## config.mk

```make
export PLATFORM = sky130hd
export DESIGN_NAME = lppl_top
export DESIGN_NICKNAME = d
export VERILOG_FILES = /design/src/hdl/lppl_pkg.sv /design/src/hdl/lppl_top.sv
export SDC_FILE = /design/constraint.sdc
export NUM_CORES = 1
export LEC_CHECK = 0
export ABC_AREA = 0
export BUFFER_PORTS_ARGS = -buffer_cell sky130_fd_sc_hd__buf_2
export CORE_ASPECT_RATIO = 1.25
export CORE_UTILIZATION = 39
export DETAILED_ROUTE_END_ITERATION = 6
export PLACE_DENSITY_LB_ADDON = 0.25
export REMOVE_ABC_BUFFERS = 1
export SYNTH_ARGS = -nofsm -noshare
export SYNTH_HDL_FRONTEND = slang
export SYNTH_SLANG_ARGS = --single-unit
export TNS_END_PERCENT = 10
```

## constraint.sdc

```tcl
create_clock -name clk_i -period 1.7 [get_ports clk_i]
set_clock_uncertainty 0.1 [all_clocks]
set_input_delay 0.17 -clock clk_i [delete_from_list [all_inputs] [get_ports clk_i]]
set_output_delay 0.17 -clock clk_i [all_outputs]
set_load 0.005 [all_outputs]
```

## src/hdl/lppl_pkg.sv

```systemverilog
// package: register map, field layout and timing constants of the pen position latch
`default_nettype none

package lppl_pkg;

  // ***************************************
  // register map
  // ***************************************
  // offsets are word indices: byte address is four times the index
  localparam logic [15:0] PEN_X_CAPTURE_IDX = 16'hd013;
  localparam logic [15:0] PEN_Y_CAPTURE_IDX = 16'hd014;
  localparam logic [15:0] PEN_STATUS_IDX = 16'hd015;
  localparam int ADDR_W = 18;
  localparam logic [17:0] PEN_X_CAPTURE_ADDR = {PEN_X_CAPTURE_IDX, 2'b00};
  localparam logic [17:0] PEN_Y_CAPTURE_ADDR = {PEN_Y_CAPTURE_IDX, 2'b00};
  localparam logic [17:0] PEN_STATUS_ADDR = {PEN_STATUS_IDX, 2'b00};

  // ***************************************
  // field layout and reset values
  // ***************************************
  localparam int HPOS_W = 9;
  localparam int VPOS_W = 9;
  localparam int CAP_W = 8;
  localparam int STAT_ARMED_BIT = 0;
  localparam int STAT_VALID_BIT = 1;
  localparam logic [7:0] CAP_RESET = 8'h00;
  // raster line at which capture is re-armed each frame
  localparam logic [8:0] REARM_LINE = 9'h000;

  // ***************************************
  // carrier types
  // ***************************************
  typedef struct packed {
    logic [8:0] hpos;
    logic [8:0] vpos;
  } lppl_beam_t;

  typedef struct packed {
    logic [7:0] x;
    logic [7:0] y;
  } lppl_capture_t;

  typedef enum logic {
    LPPL_BUS_IDLE,
    LPPL_BUS_ACK
  } lppl_bus_state_t;

endpackage : lppl_pkg

`default_nettype wire

```

## src/hdl/lppl_top.sv

```systemverilog
// module: light pen position latch with classic wishbone register slave
`default_nettype none

// ***************************************
// position latch
// ***************************************
// Notes on behaviour
// - a high to low edge on the pen input copies the beam coordinates into both pen registers.
// - the horizontal register holds the eight upper bits of the horizontal position at the edge.
// - the nine bit horizontal count loses its lowest bit, giving two dot resolution.
// - the vertical register holds an eight bit raster line value taken at the edge.
// - only one capture is accepted per frame unless one lands in the re-arm pulse cycle, which keeps the latch armed; while disarmed, edges change nothing.
module lppl_top (
  // clock and reset
  input wire logic clk_i,
  input wire logic rst_i,
  // light pen pin, active low
  input wire logic pen_n_i,
  // beam position from display timing
  input wire lppl_pkg::lppl_beam_t beam_i,
  // wishbone slave
  input wire logic cyc_i,
  input wire logic stb_i,
  input wire logic we_i,
  input wire logic [lppl_pkg::ADDR_W-1:0] adr_i,
  input wire logic [3:0] sel_i,
  input wire logic [31:0] dat_i,
  output logic [31:0] dat_o,
  output logic ack_o,
  // capture strobe
  output logic capture_o
);

  // ***************************************
  // pen synchroniser and edge detect
  // ***************************************
  logic pen_meta_reg;
  logic pen_sync_reg;
  logic pen_prev_reg;
  logic pen_fall;

  always_ff @(posedge clk_i) begin
    if (rst_i) begin
      pen_meta_reg <= 1'b1;
      pen_sync_reg <= 1'b1;
      pen_prev_reg <= 1'b1;
    end else begin
      pen_meta_reg <= pen_n_i;
      pen_sync_reg <= pen_meta_reg;
      pen_prev_reg <= pen_sync_reg;
    end
  end

  assign pen_fall = pen_prev_reg & ~pen_sync_reg;

  // ***************************************
  // capture state
  // ***************************************
  logic armed_reg;
  logic armed_next;
  logic valid_reg;
  logic valid_next;
  logic rearm_point;
  logic line_prev_zero_reg;
  logic take;
  lppl_pkg::lppl_capture_t cap_reg;
  lppl_pkg::lppl_capture_t cap_next;

  // one pulse at the start of the re-arm line
  assign rearm_point = (beam_i.vpos == lppl_pkg::REARM_LINE) & ~line_prev_zero_reg;
  assign take = pen_fall & armed_reg;

  always_comb begin
    armed_next = armed_reg;
    valid_next = valid_reg;
    cap_next = cap_reg;
    if (take) begin
      cap_next.x = beam_i.hpos[lppl_pkg::HPOS_W-1:1];
      cap_next.y = beam_i.vpos[lppl_pkg::CAP_W-1:0];
      armed_next = 1'b0;
      valid_next = 1'b1;
    end
    if (rearm_point) begin
      armed_next = 1'b1;
    end
  end

  always_ff @(posedge clk_i) begin
    if (rst_i) begin
      armed_reg <= 1'b1;
      valid_reg <= 1'b0;
      cap_reg <= '{x: lppl_pkg::CAP_RESET, y: lppl_pkg::CAP_RESET};
      line_prev_zero_reg <= 1'b0;
      capture_o <= 1'b0;
    end else begin
      armed_reg <= armed_next;
      valid_reg <= valid_next;
      cap_reg <= cap_next;
      line_prev_zero_reg <= (beam_i.vpos == lppl_pkg::REARM_LINE);
      capture_o <= take;
    end
  end

  // ***************************************
  // wishbone slave
  // ***************************************
  lppl_pkg::lppl_bus_state_t bus_reg;
  lppl_pkg::lppl_bus_state_t bus_next;
  logic [31:0] rdata_next;
  logic [31:0] rdata_reg;

  always_comb begin
    bus_next = lppl_pkg::LPPL_BUS_IDLE;
    rdata_next = rdata_reg;
    case (bus_reg)
      lppl_pkg::LPPL_BUS_IDLE: begin
        if (cyc_i && stb_i) begin
          bus_next = lppl_pkg::LPPL_BUS_ACK;
          rdata_next = 32'h0000_0000;
          if (!we_i) begin
            case (adr_i)
              lppl_pkg::PEN_X_CAPTURE_ADDR: rdata_next = {24'h00_0000, cap_reg.x};
              lppl_pkg::PEN_Y_CAPTURE_ADDR: rdata_next = {24'h00_0000, cap_reg.y};
              lppl_pkg::PEN_STATUS_ADDR: begin
                rdata_next[lppl_pkg::STAT_ARMED_BIT] = armed_reg;
                rdata_next[lppl_pkg::STAT_VALID_BIT] = valid_reg;
              end
              default: rdata_next = 32'h0000_0000;
            endcase
          end
        end
      end
      lppl_pkg::LPPL_BUS_ACK: bus_next = lppl_pkg::LPPL_BUS_IDLE;
      default: bus_next = lppl_pkg::LPPL_BUS_IDLE;
    endcase
  end

  always_ff @(posedge clk_i) begin
    if (rst_i) begin
      bus_reg <= lppl_pkg::LPPL_BUS_IDLE;
      rdata_reg <= 32'h0000_0000;
    end else begin
      bus_reg <= bus_next;
      rdata_reg <= rdata_next;
    end
  end

  assign ack_o = (bus_reg == lppl_pkg::LPPL_BUS_ACK);
  assign dat_o = rdata_reg;

  // ***************************************
  // checks
  // ***************************************
  property p_capture_x;
    @(posedge clk_i) disable iff (rst_i)
      take |=> cap_reg.x == $past(beam_i.hpos[8:1]);
  endproperty
  a_capture_x: assert property (p_capture_x) else $error("x capture wrong");

  property p_capture_y;
    @(posedge clk_i) disable iff (rst_i)
      take |=> cap_reg.y == $past(beam_i.vpos[7:0]);
  endproperty
  a_capture_y: assert property (p_capture_y) else $error("y capture wrong");

  property p_fall_armed_captures;
    @(posedge clk_i) disable iff (rst_i)
      (pen_prev_reg && !pen_sync_reg && armed_reg) |=> capture_o;
  endproperty
  a_fall_armed_captures: assert property (p_fall_armed_captures) else $error("edge missed");

  property p_lowest_bit_dropped;
    @(posedge clk_i) disable iff (rst_i)
      take |=> {cap_reg.x, $past(beam_i.hpos[0])} == $past(beam_i.hpos);
  endproperty
  a_lowest_bit_dropped: assert property (p_lowest_bit_dropped) else $error("x resolution");

  property p_one_per_frame;
    @(posedge clk_i) disable iff (rst_i)
      (!armed_reg && !rearm_point) |=> $stable(cap_reg);
  endproperty
  a_one_per_frame: assert property (p_one_per_frame) else $error("second capture");

  property p_disarm;
    @(posedge clk_i) disable iff (rst_i)
      (take && !rearm_point) |=> !armed_reg;
  endproperty
  a_disarm: assert property (p_disarm) else $error("not disarmed");

  property p_rearm;
    @(posedge clk_i) disable iff (rst_i)
      rearm_point |=> armed_reg;
  endproperty
  a_rearm: assert property (p_rearm) else $error("not re-armed");

  property p_arm_only_at_line;
    @(posedge clk_i) disable iff (rst_i)
      (!armed_reg && !rearm_point) |=> !armed_reg;
  endproperty
  a_arm_only_at_line: assert property (p_arm_only_at_line) else $error("stray re-arm");

  property p_strobe_only_on_take;
    @(posedge clk_i) disable iff (rst_i)
      capture_o |-> $past(take);
  endproperty
  a_strobe_only_on_take: assert property (p_strobe_only_on_take) else $error("stray strobe");

  property p_ack_one_cycle;
    @(posedge clk_i) disable iff (rst_i)
      ack_o |=> !ack_o;
  endproperty
  a_ack_one_cycle: assert property (p_ack_one_cycle) else $error("ack too long");

  property p_x_read;
    @(posedge clk_i) disable iff (rst_i)
      (bus_reg == lppl_pkg::LPPL_BUS_IDLE && cyc_i && stb_i && !we_i &&
        adr_i == lppl_pkg::PEN_X_CAPTURE_ADDR) |=> dat_o == {24'h00_0000, $past(cap_reg.x)};
  endproperty
  a_x_read: assert property (p_x_read) else $error("x read data wrong");

endmodule : lppl_top

`default_nettype wire
```

# ---- Word-level counts from Yosys, hierarchy flattened
# Cells that the tools add are included.
dict set report word_totals {
  reg_bits 56
  input_bits 78
  word_cells 29
}
dict set report classes {
  eq_ne 3
  muxes 5
  bitwise_logic 6
  reduce_logical 4
}
# operator count
set op_table {}
lappend op_table {{$eq 18x18->1 const B} 3}
lappend op_table {{$pmux 6 s2} 1}
lappend op_table {{$logic_not 9->1} 1}
lappend op_table {{$mux 8} 1}
lappend op_table {{$pmux 2 s3} 1}
lappend op_table {{$and 1x1->1} 3}
lappend op_table {{$not 1->1} 3}
lappend op_table {{$pmux 1 s2} 1}
lappend op_table {{$reduce_and 2->1} 1}
lappend op_table {{$reduce_or 2->1} 1}
lappend op_table {{$logic_and 1x1->1} 1}
lappend op_table {{$mux 1} 1}

# ---- Longest topological paths before layout
# Gate-level depths: netlist (run 1).
dict set report depth {
  depth_word 3
  ltp_mapped 6
}

# ---- Worst setup path after synthesis (run 1)
# OpenSTA, ideal clock, no wires.
dict set report synth_timing {
  kind {input-to-reg}
  from {input adr_i[5] (netlist bit)}
  to {register rdata_reg[1] (netlist: dat_o[1])}
  arrival_time_ps 1246
  required_ps 1543
  setup_slack_ps 296
  stages 4
  n_path_buf 0
  path_cell_list {or3b_4 > or3b_1 > o2bb2ai_1 > a22o_2}
}
dict set report synth_between {
  elab_chain_cells 3
  elab_cells_between_ends 5
  classes_between {eq/ne (3); mux (2)}
}
# item line
set synth_rtl {}
lappend synth_rtl {{start: declaration} lppl_top.sv:25} ;# input wire logic [lppl_pkg::ADDR_W-1:0] adr_i,
lappend synth_rtl {{$eq 18x18->1} lppl_top.sv:121} ;# case (adr_i)
lappend synth_rtl {{$pmux 2 s3 *} lppl_top.sv:121}
lappend synth_rtl {{$mux 8 *} lppl_top.sv:120} ;# if (!we_i) begin
lappend synth_rtl {{end signal: assignment} lppl_top.sv:144} ;# rdata_reg <= rdata_next;
lappend synth_rtl {{end: declaration} lppl_top.sv:110} ;# logic [31:0] rdata_reg;
# Every way passes the cells marked *; elsewhere a longest branch is shown, timed or not.
# A chain may end at the register's enable or synchronous reset.

# ---- Final worst setup path (run 1)
dict set report layout_timing {
  from {input adr_i[11] (netlist bit)}
  to {register rdata_reg[1] (netlist: dat_o[1])}
}
# Same word-level chain as after synthesis.

==> results of run 1 <==
## cell type report
class	instances	area, µm²
clock buffers	6	72.6
fillers	369	1780
flip-flops and latches	32	641
multi-input cells	121	649
well taps	39	48.8
clock inverters	1	5.00
repair buffers	54	283
inverters	1	3.75
## cell families (layout without fill, tap and decap cells)
family	count (synthesis)	count (layout)
AOI/OAI and AO/OA	34	34
other	1	24
and+or+nand+nor	61	61
buffers and inverters	31	62
muxes	2	2
DFF	32	32
## metal layers
layer	track usage, %	wire, µm
met5	0	0
met4	5.69	34
met3	6.90	260
met2	24.4	1240
met1	17.7	1160
## metrics by stage
stage / hold WS [ps] / instances / worst slack [ps] / power, µW / instance area (µm²)
floorplan: 139 / 154 / 290 / 851 / 1290
global placement: 253 / 246 / 6.74 / 927 / 1620
detailed placement: 255 / 246 / 40.9 / 928 / 1620
CTS: 15.7 / 254 / 315 / 1460 / 1700
global route: 17.1 / 254 / 300 / 1520 / 1700
finish: 20.0 / 254 / 324 / 1450 / 1700
## Yosys cell counts (all sizes together) (2+ instances only)
library cell,n
nand2,35
dfxtp,32
buf,27
a21oi,17
a22o,14
nor2,8
nor3,5
or2,4
clkbuf,3
mux2i,2
o2bb2ai,2
or3b,2
## repair_timing
| item | 4_1_cts | 5_1_grt |
|---|---|---|
| hold buffers | 1 | 0 |
| hold endpoints to repair | 1 | 0 |
| endpoints found under the setup margin | 0 | 0 |
## power groups by stage
stage	Sequential (µW)	Clock (µW)	Combinational [µW]
after floorplan	793	0	57.3
after global placement	795	0	132
after detailed placement	795	0	133
after CTS	779	547	135
after global routing	781	592	151
final	779	533	134
## how the worst max path moves through the flow
stage              start        to  slack (ps)  cells past startpoint
6_report       adr_i[11]  dat_o[1]         320                      5
2_1_floorplan  adr_i[11]  dat_o[1]         290                      4
5_1_grt        adr_i[11]  dat_o[2]         300                      5
3_5_place_dp   adr_i[11]  dat_o[1]          40                      5
3_3_place_gp   adr_i[11]  dat_o[1]           7                      5
4_1_cts        adr_i[11]  dat_o[1]         310                      5
## worst reg2reg max path, cell delays in order (launching register included)
cell	delay, ps
dfxtp_1	300
nand2b_1	160
or2_2	430
nand2_1	110
a21oi_1	70
==> impl_metrics.toml, run 1 <==
[placement]
gp_congestion = 0.719
portBuffers = 50
place_hpwl_mm = 2.06

[yosys]
syn_area_per_cell_um2 = 8.80
muxShareOfSynthArea_pct = 1.41
synthArstFlopShare_pct = 0
synth_compound_area_share_pct = 16.3
synth_edf_count = 0
synth-simple-area-share_pct = 21.7
synth_area_leader_cell = "dfxtp_1"
synth_ff_type = "dfxtp_1"
netlist_instances = 161
netlist.area_leader.share_pct = 45.2
synth_cell_types = 26
ys_seq_area_share_pct = 45.2
synth_xor_area_share_pct = 0
synthAdderAreaFrac_pct = 0
synth_top_family_by_area = "simple AND/OR/NAND/NOR gates"
ys_top_cells_by_area = "dfxtp_1, buf_4, nand2_1"
synth-seq-cells = 32
ys_warn_count = 0
syn_area_um2 = 1420

[global_route]
grt_pass1_wl_mm = 4.53
grt_use_total_pct = 15.2
antenna_found_initial = 0
grt_max_degree = 24
overflow = 0
grt_pass1_vias = 1052

[die]
core-area_um2 = 3480
row_count = 24
start_util_pct = 40.7
die_w_um = 55.9
design.die.area_um2 = 3880
die_y_um = 69.4
io_pins = 112

[worst_setup_path]
cp_top_family = "simple AND/OR/NAND/NOR gates"
worstPathRequired_ps = 1820
crit_chain = "buf_2 > or4_1 > nor3_1 > and4_1 > a22o_2"
reg2reg_to = "cap_reg[9]"
cp-start-kind = "input port"
cpPeakStageDelay_ps = 510
path_max_fanout = 8
crit_type = "input port to flip-flop"
cp_data_arrival_time_ps = 1500
reg2reg_from = "pen_sync_reg"
ff2ff_setup_slack_ps = 420
crit_buf_inv = 1
worst-r2r-cell-count = 4
crit_path_end_kind = "flip-flop"
cpMaxStageDelayCell = "or4_1"

[pwr]
switching_share_pct = 23.4
p_sw_uw = 338
ir_worst_vdd_uv = 514
power_density_nw_per_um2 = 849
intPower_uw = 1110
seqPwrFrac_pct = 53.8
combPwrFrac_pct = 9.3
p_leak_uw = 0.000784
power_frac_clock_pct = 36.9

[clock_network]
cts.clk_slew.worst_paths_ps = 60
ctsResizeCount = 0
clkLatencyLatePin_ps = 280
clockBufferDepth = 2
cts-htree-levels = 2
cts_tree = "yes"
cts_setup_buffers = 0
cts-root-buf = "clkbuf_8"
cts.sinks = 32
numCtsBuffers = 5

[detailed_routing]
ant_nets = 0
drcViolationCount = 0
vias = 1164
routed_wirelength_mm = 2.69
routed_via_density = 4.58
drt_iter0_markers = 27
firstDrtPassIters = 4
routedWlPerCell_um = 10.6

[worst_hold_path]
hold_path.class = "input port to flip-flop"
holdPathEnd = "ack_o"
hp-start = "rst_i"
min_path_cells = 2

[finish]
fin_util_pct = 48.9
area_growth_syn_to_layout_pct = 20.2
final_cell_mix = "buf_2, nand2_1, dfxtp_1, conb_1, a21oi_1"
mostFrequentLayoutCell = "buf_2"
drive_gt1_share_pct = 31.2
antenna_cells_inserted = 0
final_nets = 293
largest_reg_flops = 16

[timing]
fmaxAchievable_mhz = 727
fin_crit_sh_pct = 80.9
slew_viol_final = 0
finalSetupTns_ps = 0
period_minus_slack_ps = 1380
setup_viol = 0
hold_viol = 0
rsz0062_at_grt = "false"
tightest_slew_ps = 503
slew-limit-headroom_pct = 66.3

[run]
cap_violations = 0

[status]
status = "finished, final reports clean"
No activity file was read; power rests on OpenSTA's default activity.
==> inputs of run 2 (changes only) <==
- clock period: 1.7 -> 1.36 ns (I/O delays scaled with it)
==> impl_metrics.toml, run 2 (synthesis results as in run 1) <==
[status]
status = "finished, final reports clean"

[global_route]
grt_pass1_wl_mm = 4.44
grt_use_total_pct = 14.7
overflow = 0
grt_max_degree = 25
grt_pass1_vias = 1047
antenna_found_initial = 0

[pwr]
p_sw_uw = 422
power_density_nw_per_um2 = 1050
ir_worst_vdd_uv = 709
switching_share_pct = 22.3
seqPwrFrac_pct = 51.5
p_leak_uw = 0.000829
intPower_uw = 1470
combPwrFrac_pct = 10.0
power_frac_clock_pct = 38.5

[detailed_routing]
vias = 1212
drt_iter0_markers = 17
drcViolationCount = 0
routed_via_density = 4.61
routedWlPerCell_um = 10.4
firstDrtPassIters = 4
routed_wirelength_mm = 2.74
ant_nets = 0

[finish]
largest_reg_flops = 16
fin_cells = 263
mostFrequentLayoutCell = "buf_2"
fin_util_pct = 51.8
n_fill_cell = 358
antenna_cells_inserted = 0
area_growth_syn_to_layout_pct = 27.4
drive_gt1_share_pct = 31.3
final_nets = 301
stdcell_area_um2 = 1800
final_cell_mix = "buf_2, nand2_1, dfxtp_1, conb_1, a21oi_1"

[worst_setup_path]
path_max_fanout = 17
cp_top_family = "simple AND/OR/NAND/NOR gates"
worstPathRequired_ps = 1430
crit_type = "flip-flop to flip-flop"
cpPeakStageDelay_ps = 430
cp-start-kind = "flip-flop"
crit_path_end_kind = "flip-flop"
crit_buf_inv = 0
cp_data_arrival_time_ps = 1370
cpMaxStageDelayCell = "or2_2"
crit_chain = "nand2b_1 > or2_2 > nand2_1 > a21oi_1"

[clock_network]
cts_setup_buffers = 0
cts_tree = "yes"
cts-htree-levels = 2
cts.clk_slew.worst_paths_ps = 60
cts-root-buf = "clkbuf_8"
clockBufferDepth = 2
cts.sinks = 32
clkLatencyLatePin_ps = 280
numCtsBuffers = 5

[timing]
hold_viol = 0
fin_crit_sh_pct = 95.4
period_minus_slack_ps = 1300
finalSetupTns_ps = 0
slew_viol_final = 0
setup_viol = 0
setup_slack_ps = 62.3
fmaxAchievable_mhz = 771
rsz0062_at_grt = "false"

[die]
design.die.area_um2 = 3880
row_count = 24
die_w_um = 55.9
die_y_um = 69.4
core-area_um2 = 3480
io_pins = 112
start_util_pct = 40.7

[placement]
portBuffers = 50
place_hpwl_mm = 2.03
dp.cells = 248
place_ws_ps = -261
gp_congestion = 0.709
post_dp_cell_area_um2 = 1640

[run]
cap_violations = 0

[worst_hold_path]
hold_path.class = "input port to flip-flop"
run 2: power groups by stage:
stage	Sequential, µW	Clock (µW)	Combinational (µW)
2_1_floorplan	992	0	71.6
3_3_place_gp	994	0	172
3_5_place_dp	994	0	173
4_1_cts	973	747	189
5_1_grt	976	795	212
6_report	973	728	189
run 2: cell type report:
type	count	area (µm²)	share of cell area, %
Clock buffer	8	90.1	4.99
Timing Repair Buffer	62	370	20.5
Inverter	1	3.75	0.208
Sequential cell	32	641	35.5
Tap cell	39	48.8	2.70
Multi-Input combinational cell	121	651	36.1
run 2: tightest hold or removal path, cell delays in order:
cell and delay, ps:
buf_2 110, nand2_1 50, a21oi_1 50
run 2: what timing repair did:
item                                   CTS  global route
setup endpoints to repair                0             8
hold buffers                             7             0
endpoints found under the hold margin    7             0
resized for setup                        0             1
run 2: metrics by stage:
step,total power [µW],hold WS [ps]
2_1_floorplan,1060,105
5_1_grt,1980,2.99
3_3_place_gp,1170,217
6_report,1890,11.0
4_1_cts,1910,0.973
3_5_place_dp,1170,223
run 2: worst paths after layout:
check / from / to / slack (ps) / cells past startpoint
setup / recovery: pen_sync_reg / cap_reg[12] / 60 / 4
hold / removal: beam_i[0] / cap_reg[0] / 10 / 3
setup reg to reg: pen_sync_reg / cap_reg[12] / 60 / 4
hold reg to reg: pen_meta_reg / pen_sync_reg / 310 / 1
run 2: routing by layer:
layer  wire, µm  vias to the layer above  track usage [%]  part of all wire [%]
li1           -                      626                -                     -
met1       1250                      526             17.8                    45
met2       1210                       55             23.0                    44
met3        238                        5             5.78                   8.7
met4         41                        0             6.50                   1.5
met5          0                        -                0                     0
==> inputs of run 3 (changes only) <==
- GPL_TIMING_DRIVEN: not set -> 0
==> impl_metrics.toml, run 3 (synthesis results as in run 1) <==
[status]
status = "finished with violations"
violations = "negative hold slack"

[timing]
fmaxAchievable_mhz = 787
period_minus_slack_ps = 1270
slew_viol_final = 0
setup_slack_ps = 89.5
holdWs_ps = -1.09
hold_viol = 1
setup_viol = 0
fin_crit_sh_pct = 93.4
rsz0062_at_grt = "true"

[detailed_routing]
drcViolationCount = 0
firstDrtPassIters = 4
drt_iter0_markers = 8
routed_via_density = 4.60
vias = 1188
routed_wirelength_mm = 2.76
ant_nets = 0
routedWlPerCell_um = 10.7

[finish]
final_cell_mix = "buf_2, nand2_1, dfxtp_1, conb_1, a21oi_1"
mostFrequentLayoutCell = "buf_2"
area_growth_syn_to_layout_pct = 25.7
n_fill_cell = 347
drive_gt1_share_pct = 30.6
antenna_cells_inserted = 0
largest_reg_flops = 16
final_nets = 297

[pwr]
combPwrFrac_pct = 9.3
p_leak_uw = 0.000810
ir_worst_vdd_uv = 769
switching_share_pct = 22.4
power_frac_clock_pct = 40.3
p_sw_uw = 433
seqPwrFrac_pct = 50.4
power_density_nw_per_um2 = 1080
intPower_uw = 1500

[worst_hold_path]
hp-start = "beam_i[14]"
hold_path.class = "input port to flip-flop"
holdPathEnd = "cap_reg[12]"
min_path_cells = 3

[clock_network]
cts-root-buf = "clkbuf_8"
cts_setup_buffers = 0
cts.clk_slew.worst_paths_ps = 60
cts.sinks = 32
numCtsBuffers = 5
cts-htree-levels = 2
clockBufferDepth = 2
clkLatencyLatePin_ps = 280
cts_tree = "yes"

[die]
start_util_pct = 40.7
design.die.area_um2 = 3880
die_w_um = 55.9
core-area_um2 = 3480
die_y_um = 69.4
io_pins = 112
row_count = 24

[worst_setup_path]
cpMaxStageDelayCell = "or4_1"
cp_data_arrival_time_ps = 1400
worstPathRequired_ps = 1490
path_max_fanout = 8
cp-start-kind = "input port"
worst-r2r-cell-count = 4
reg2reg_from = "pen_sync_reg"
reg2reg_to = "cap_reg[6]"
crit_path_end_kind = "flip-flop"
ff2ff_setup_slack_ps = 110
crit_buf_inv = 1
crit_chain = "buf_2 > or4_1 > nor3_1 > and4_2 > a22o_2"
cp_top_family = "simple AND/OR/NAND/NOR gates"
cpPeakStageDelay_ps = 510
crit_type = "input port to flip-flop"

[global_route]
grt_use_total_pct = 14.7
antenna_found_initial = 0
grt_pass1_wl_mm = 4.35
grt_max_degree = 26
overflow = 0
grt_pass1_vias = 1016

[placement]
place_ws_ps = -428
gp_congestion = 0.724
portBuffers = 50
place_hpwl_mm = 2.02

[run]
cap_violations = 0
-- run 3: changes by cell type in the layout (fill, tap and decap cells not counted) --
| cell | delta |
|---|---|
| nor2_1 | -1 |
| clkbuf_8 | +1 |
| or2_2 | -1 |
| dlygate4sd3_1 | +1 |
| buf_4 | -4 |
| or2_4 | +1 |
| clkbuf_1 | -2 |
| buf_12 | -1 |
| nor2_4 | +1 |
-- run 3: area by class of cell --
class                   instances  area [µm²]  share of cell area, %
flip-flops and latches         32         641                   36.0
repair buffers                 58         330                   18.6
well taps                      39        48.8                   2.74
clock buffers                   7        96.3                   5.41
inverters                       1        3.75                  0.211
multi-input cells             121         661                   37.1
-- run 3: tightest hold or removal path, delay by kind of cell --
| kind | cells | cell delay [ps] |
|---|---|---|
| AOI/OAI and AO/OA | 1 | 50 |
| buffers and inverters | 1 | 90 |
| and+or+nand+nor | 1 | 50 |
-- run 3: repair_timing --
action                     CTS  global route
setup endpoints to repair   17            19
pin swaps                    0             0
resized for setup            2             2
hold endpoints to repair     8             0
hold buffers                 8             0
-- run 3: metal layers --
metal / GRT usage, % / wire length, µm / vias up / share of wire [%]
met5: 0 / 0 / - / 0
met4: 7.32 / 56 / 0 / 2.0
met3: 5.60 / 240 / 6 / 8.7
met2: 24.2 / 1280 / 53 / 46
met1: 16.4 / 1180 / 512 / 43
li1: - / - / 617 / -
-- run 3: stage by stage --
| step | std cells | util [%] | cell area [µm²] | power (µW) | TNS (ps) |
|---|---|---|---|---|---|
| finish | 258 | 51.1 | 1780 | 1930 | 0 |
| global route | 258 | 51.1 | 1780 | 2020 | -13.2 |
| CTS | 258 | 51.0 | 1780 | 1950 | 0 |
| detailed placement | 243 | 45.7 | 1590 | 1150 | -8360 |
| global placement | 243 | 45.7 | 1590 | 1150 | -8340 |
| floorplan | 154 | - | 1290 | 1060 | -340 |
-- run 3: power groups by stage --
stage                     Sequential (µW)  Combinational, µW  Clock [µW]
after global routing                  976                202         838
after global placement                993                158           0
after CTS                             973                179         793
after floorplan                       992               71.6           0
final                                 973                179         778
after detailed placement              994                160           0
-- run 3: worst max-delay path by stage --
stage / depth (start not counted) / from / slack, ps / endpoint
3_5_place_dp: 4 / pen_sync_reg / -430 / cap_reg[12]
3_3_place_gp: 4 / pen_sync_reg / -410 / cap_reg[12]
6_report: 5 / adr_i[11] / 90 / dat_o[1]
2_1_floorplan: 4 / pen_sync_reg / -20 / cap_reg[0]
4_1_cts: 4 / pen_sync_reg / 9 / cap_reg[6]
5_1_grt: 4 / pen_sync_reg / -10 / cap_reg[2]
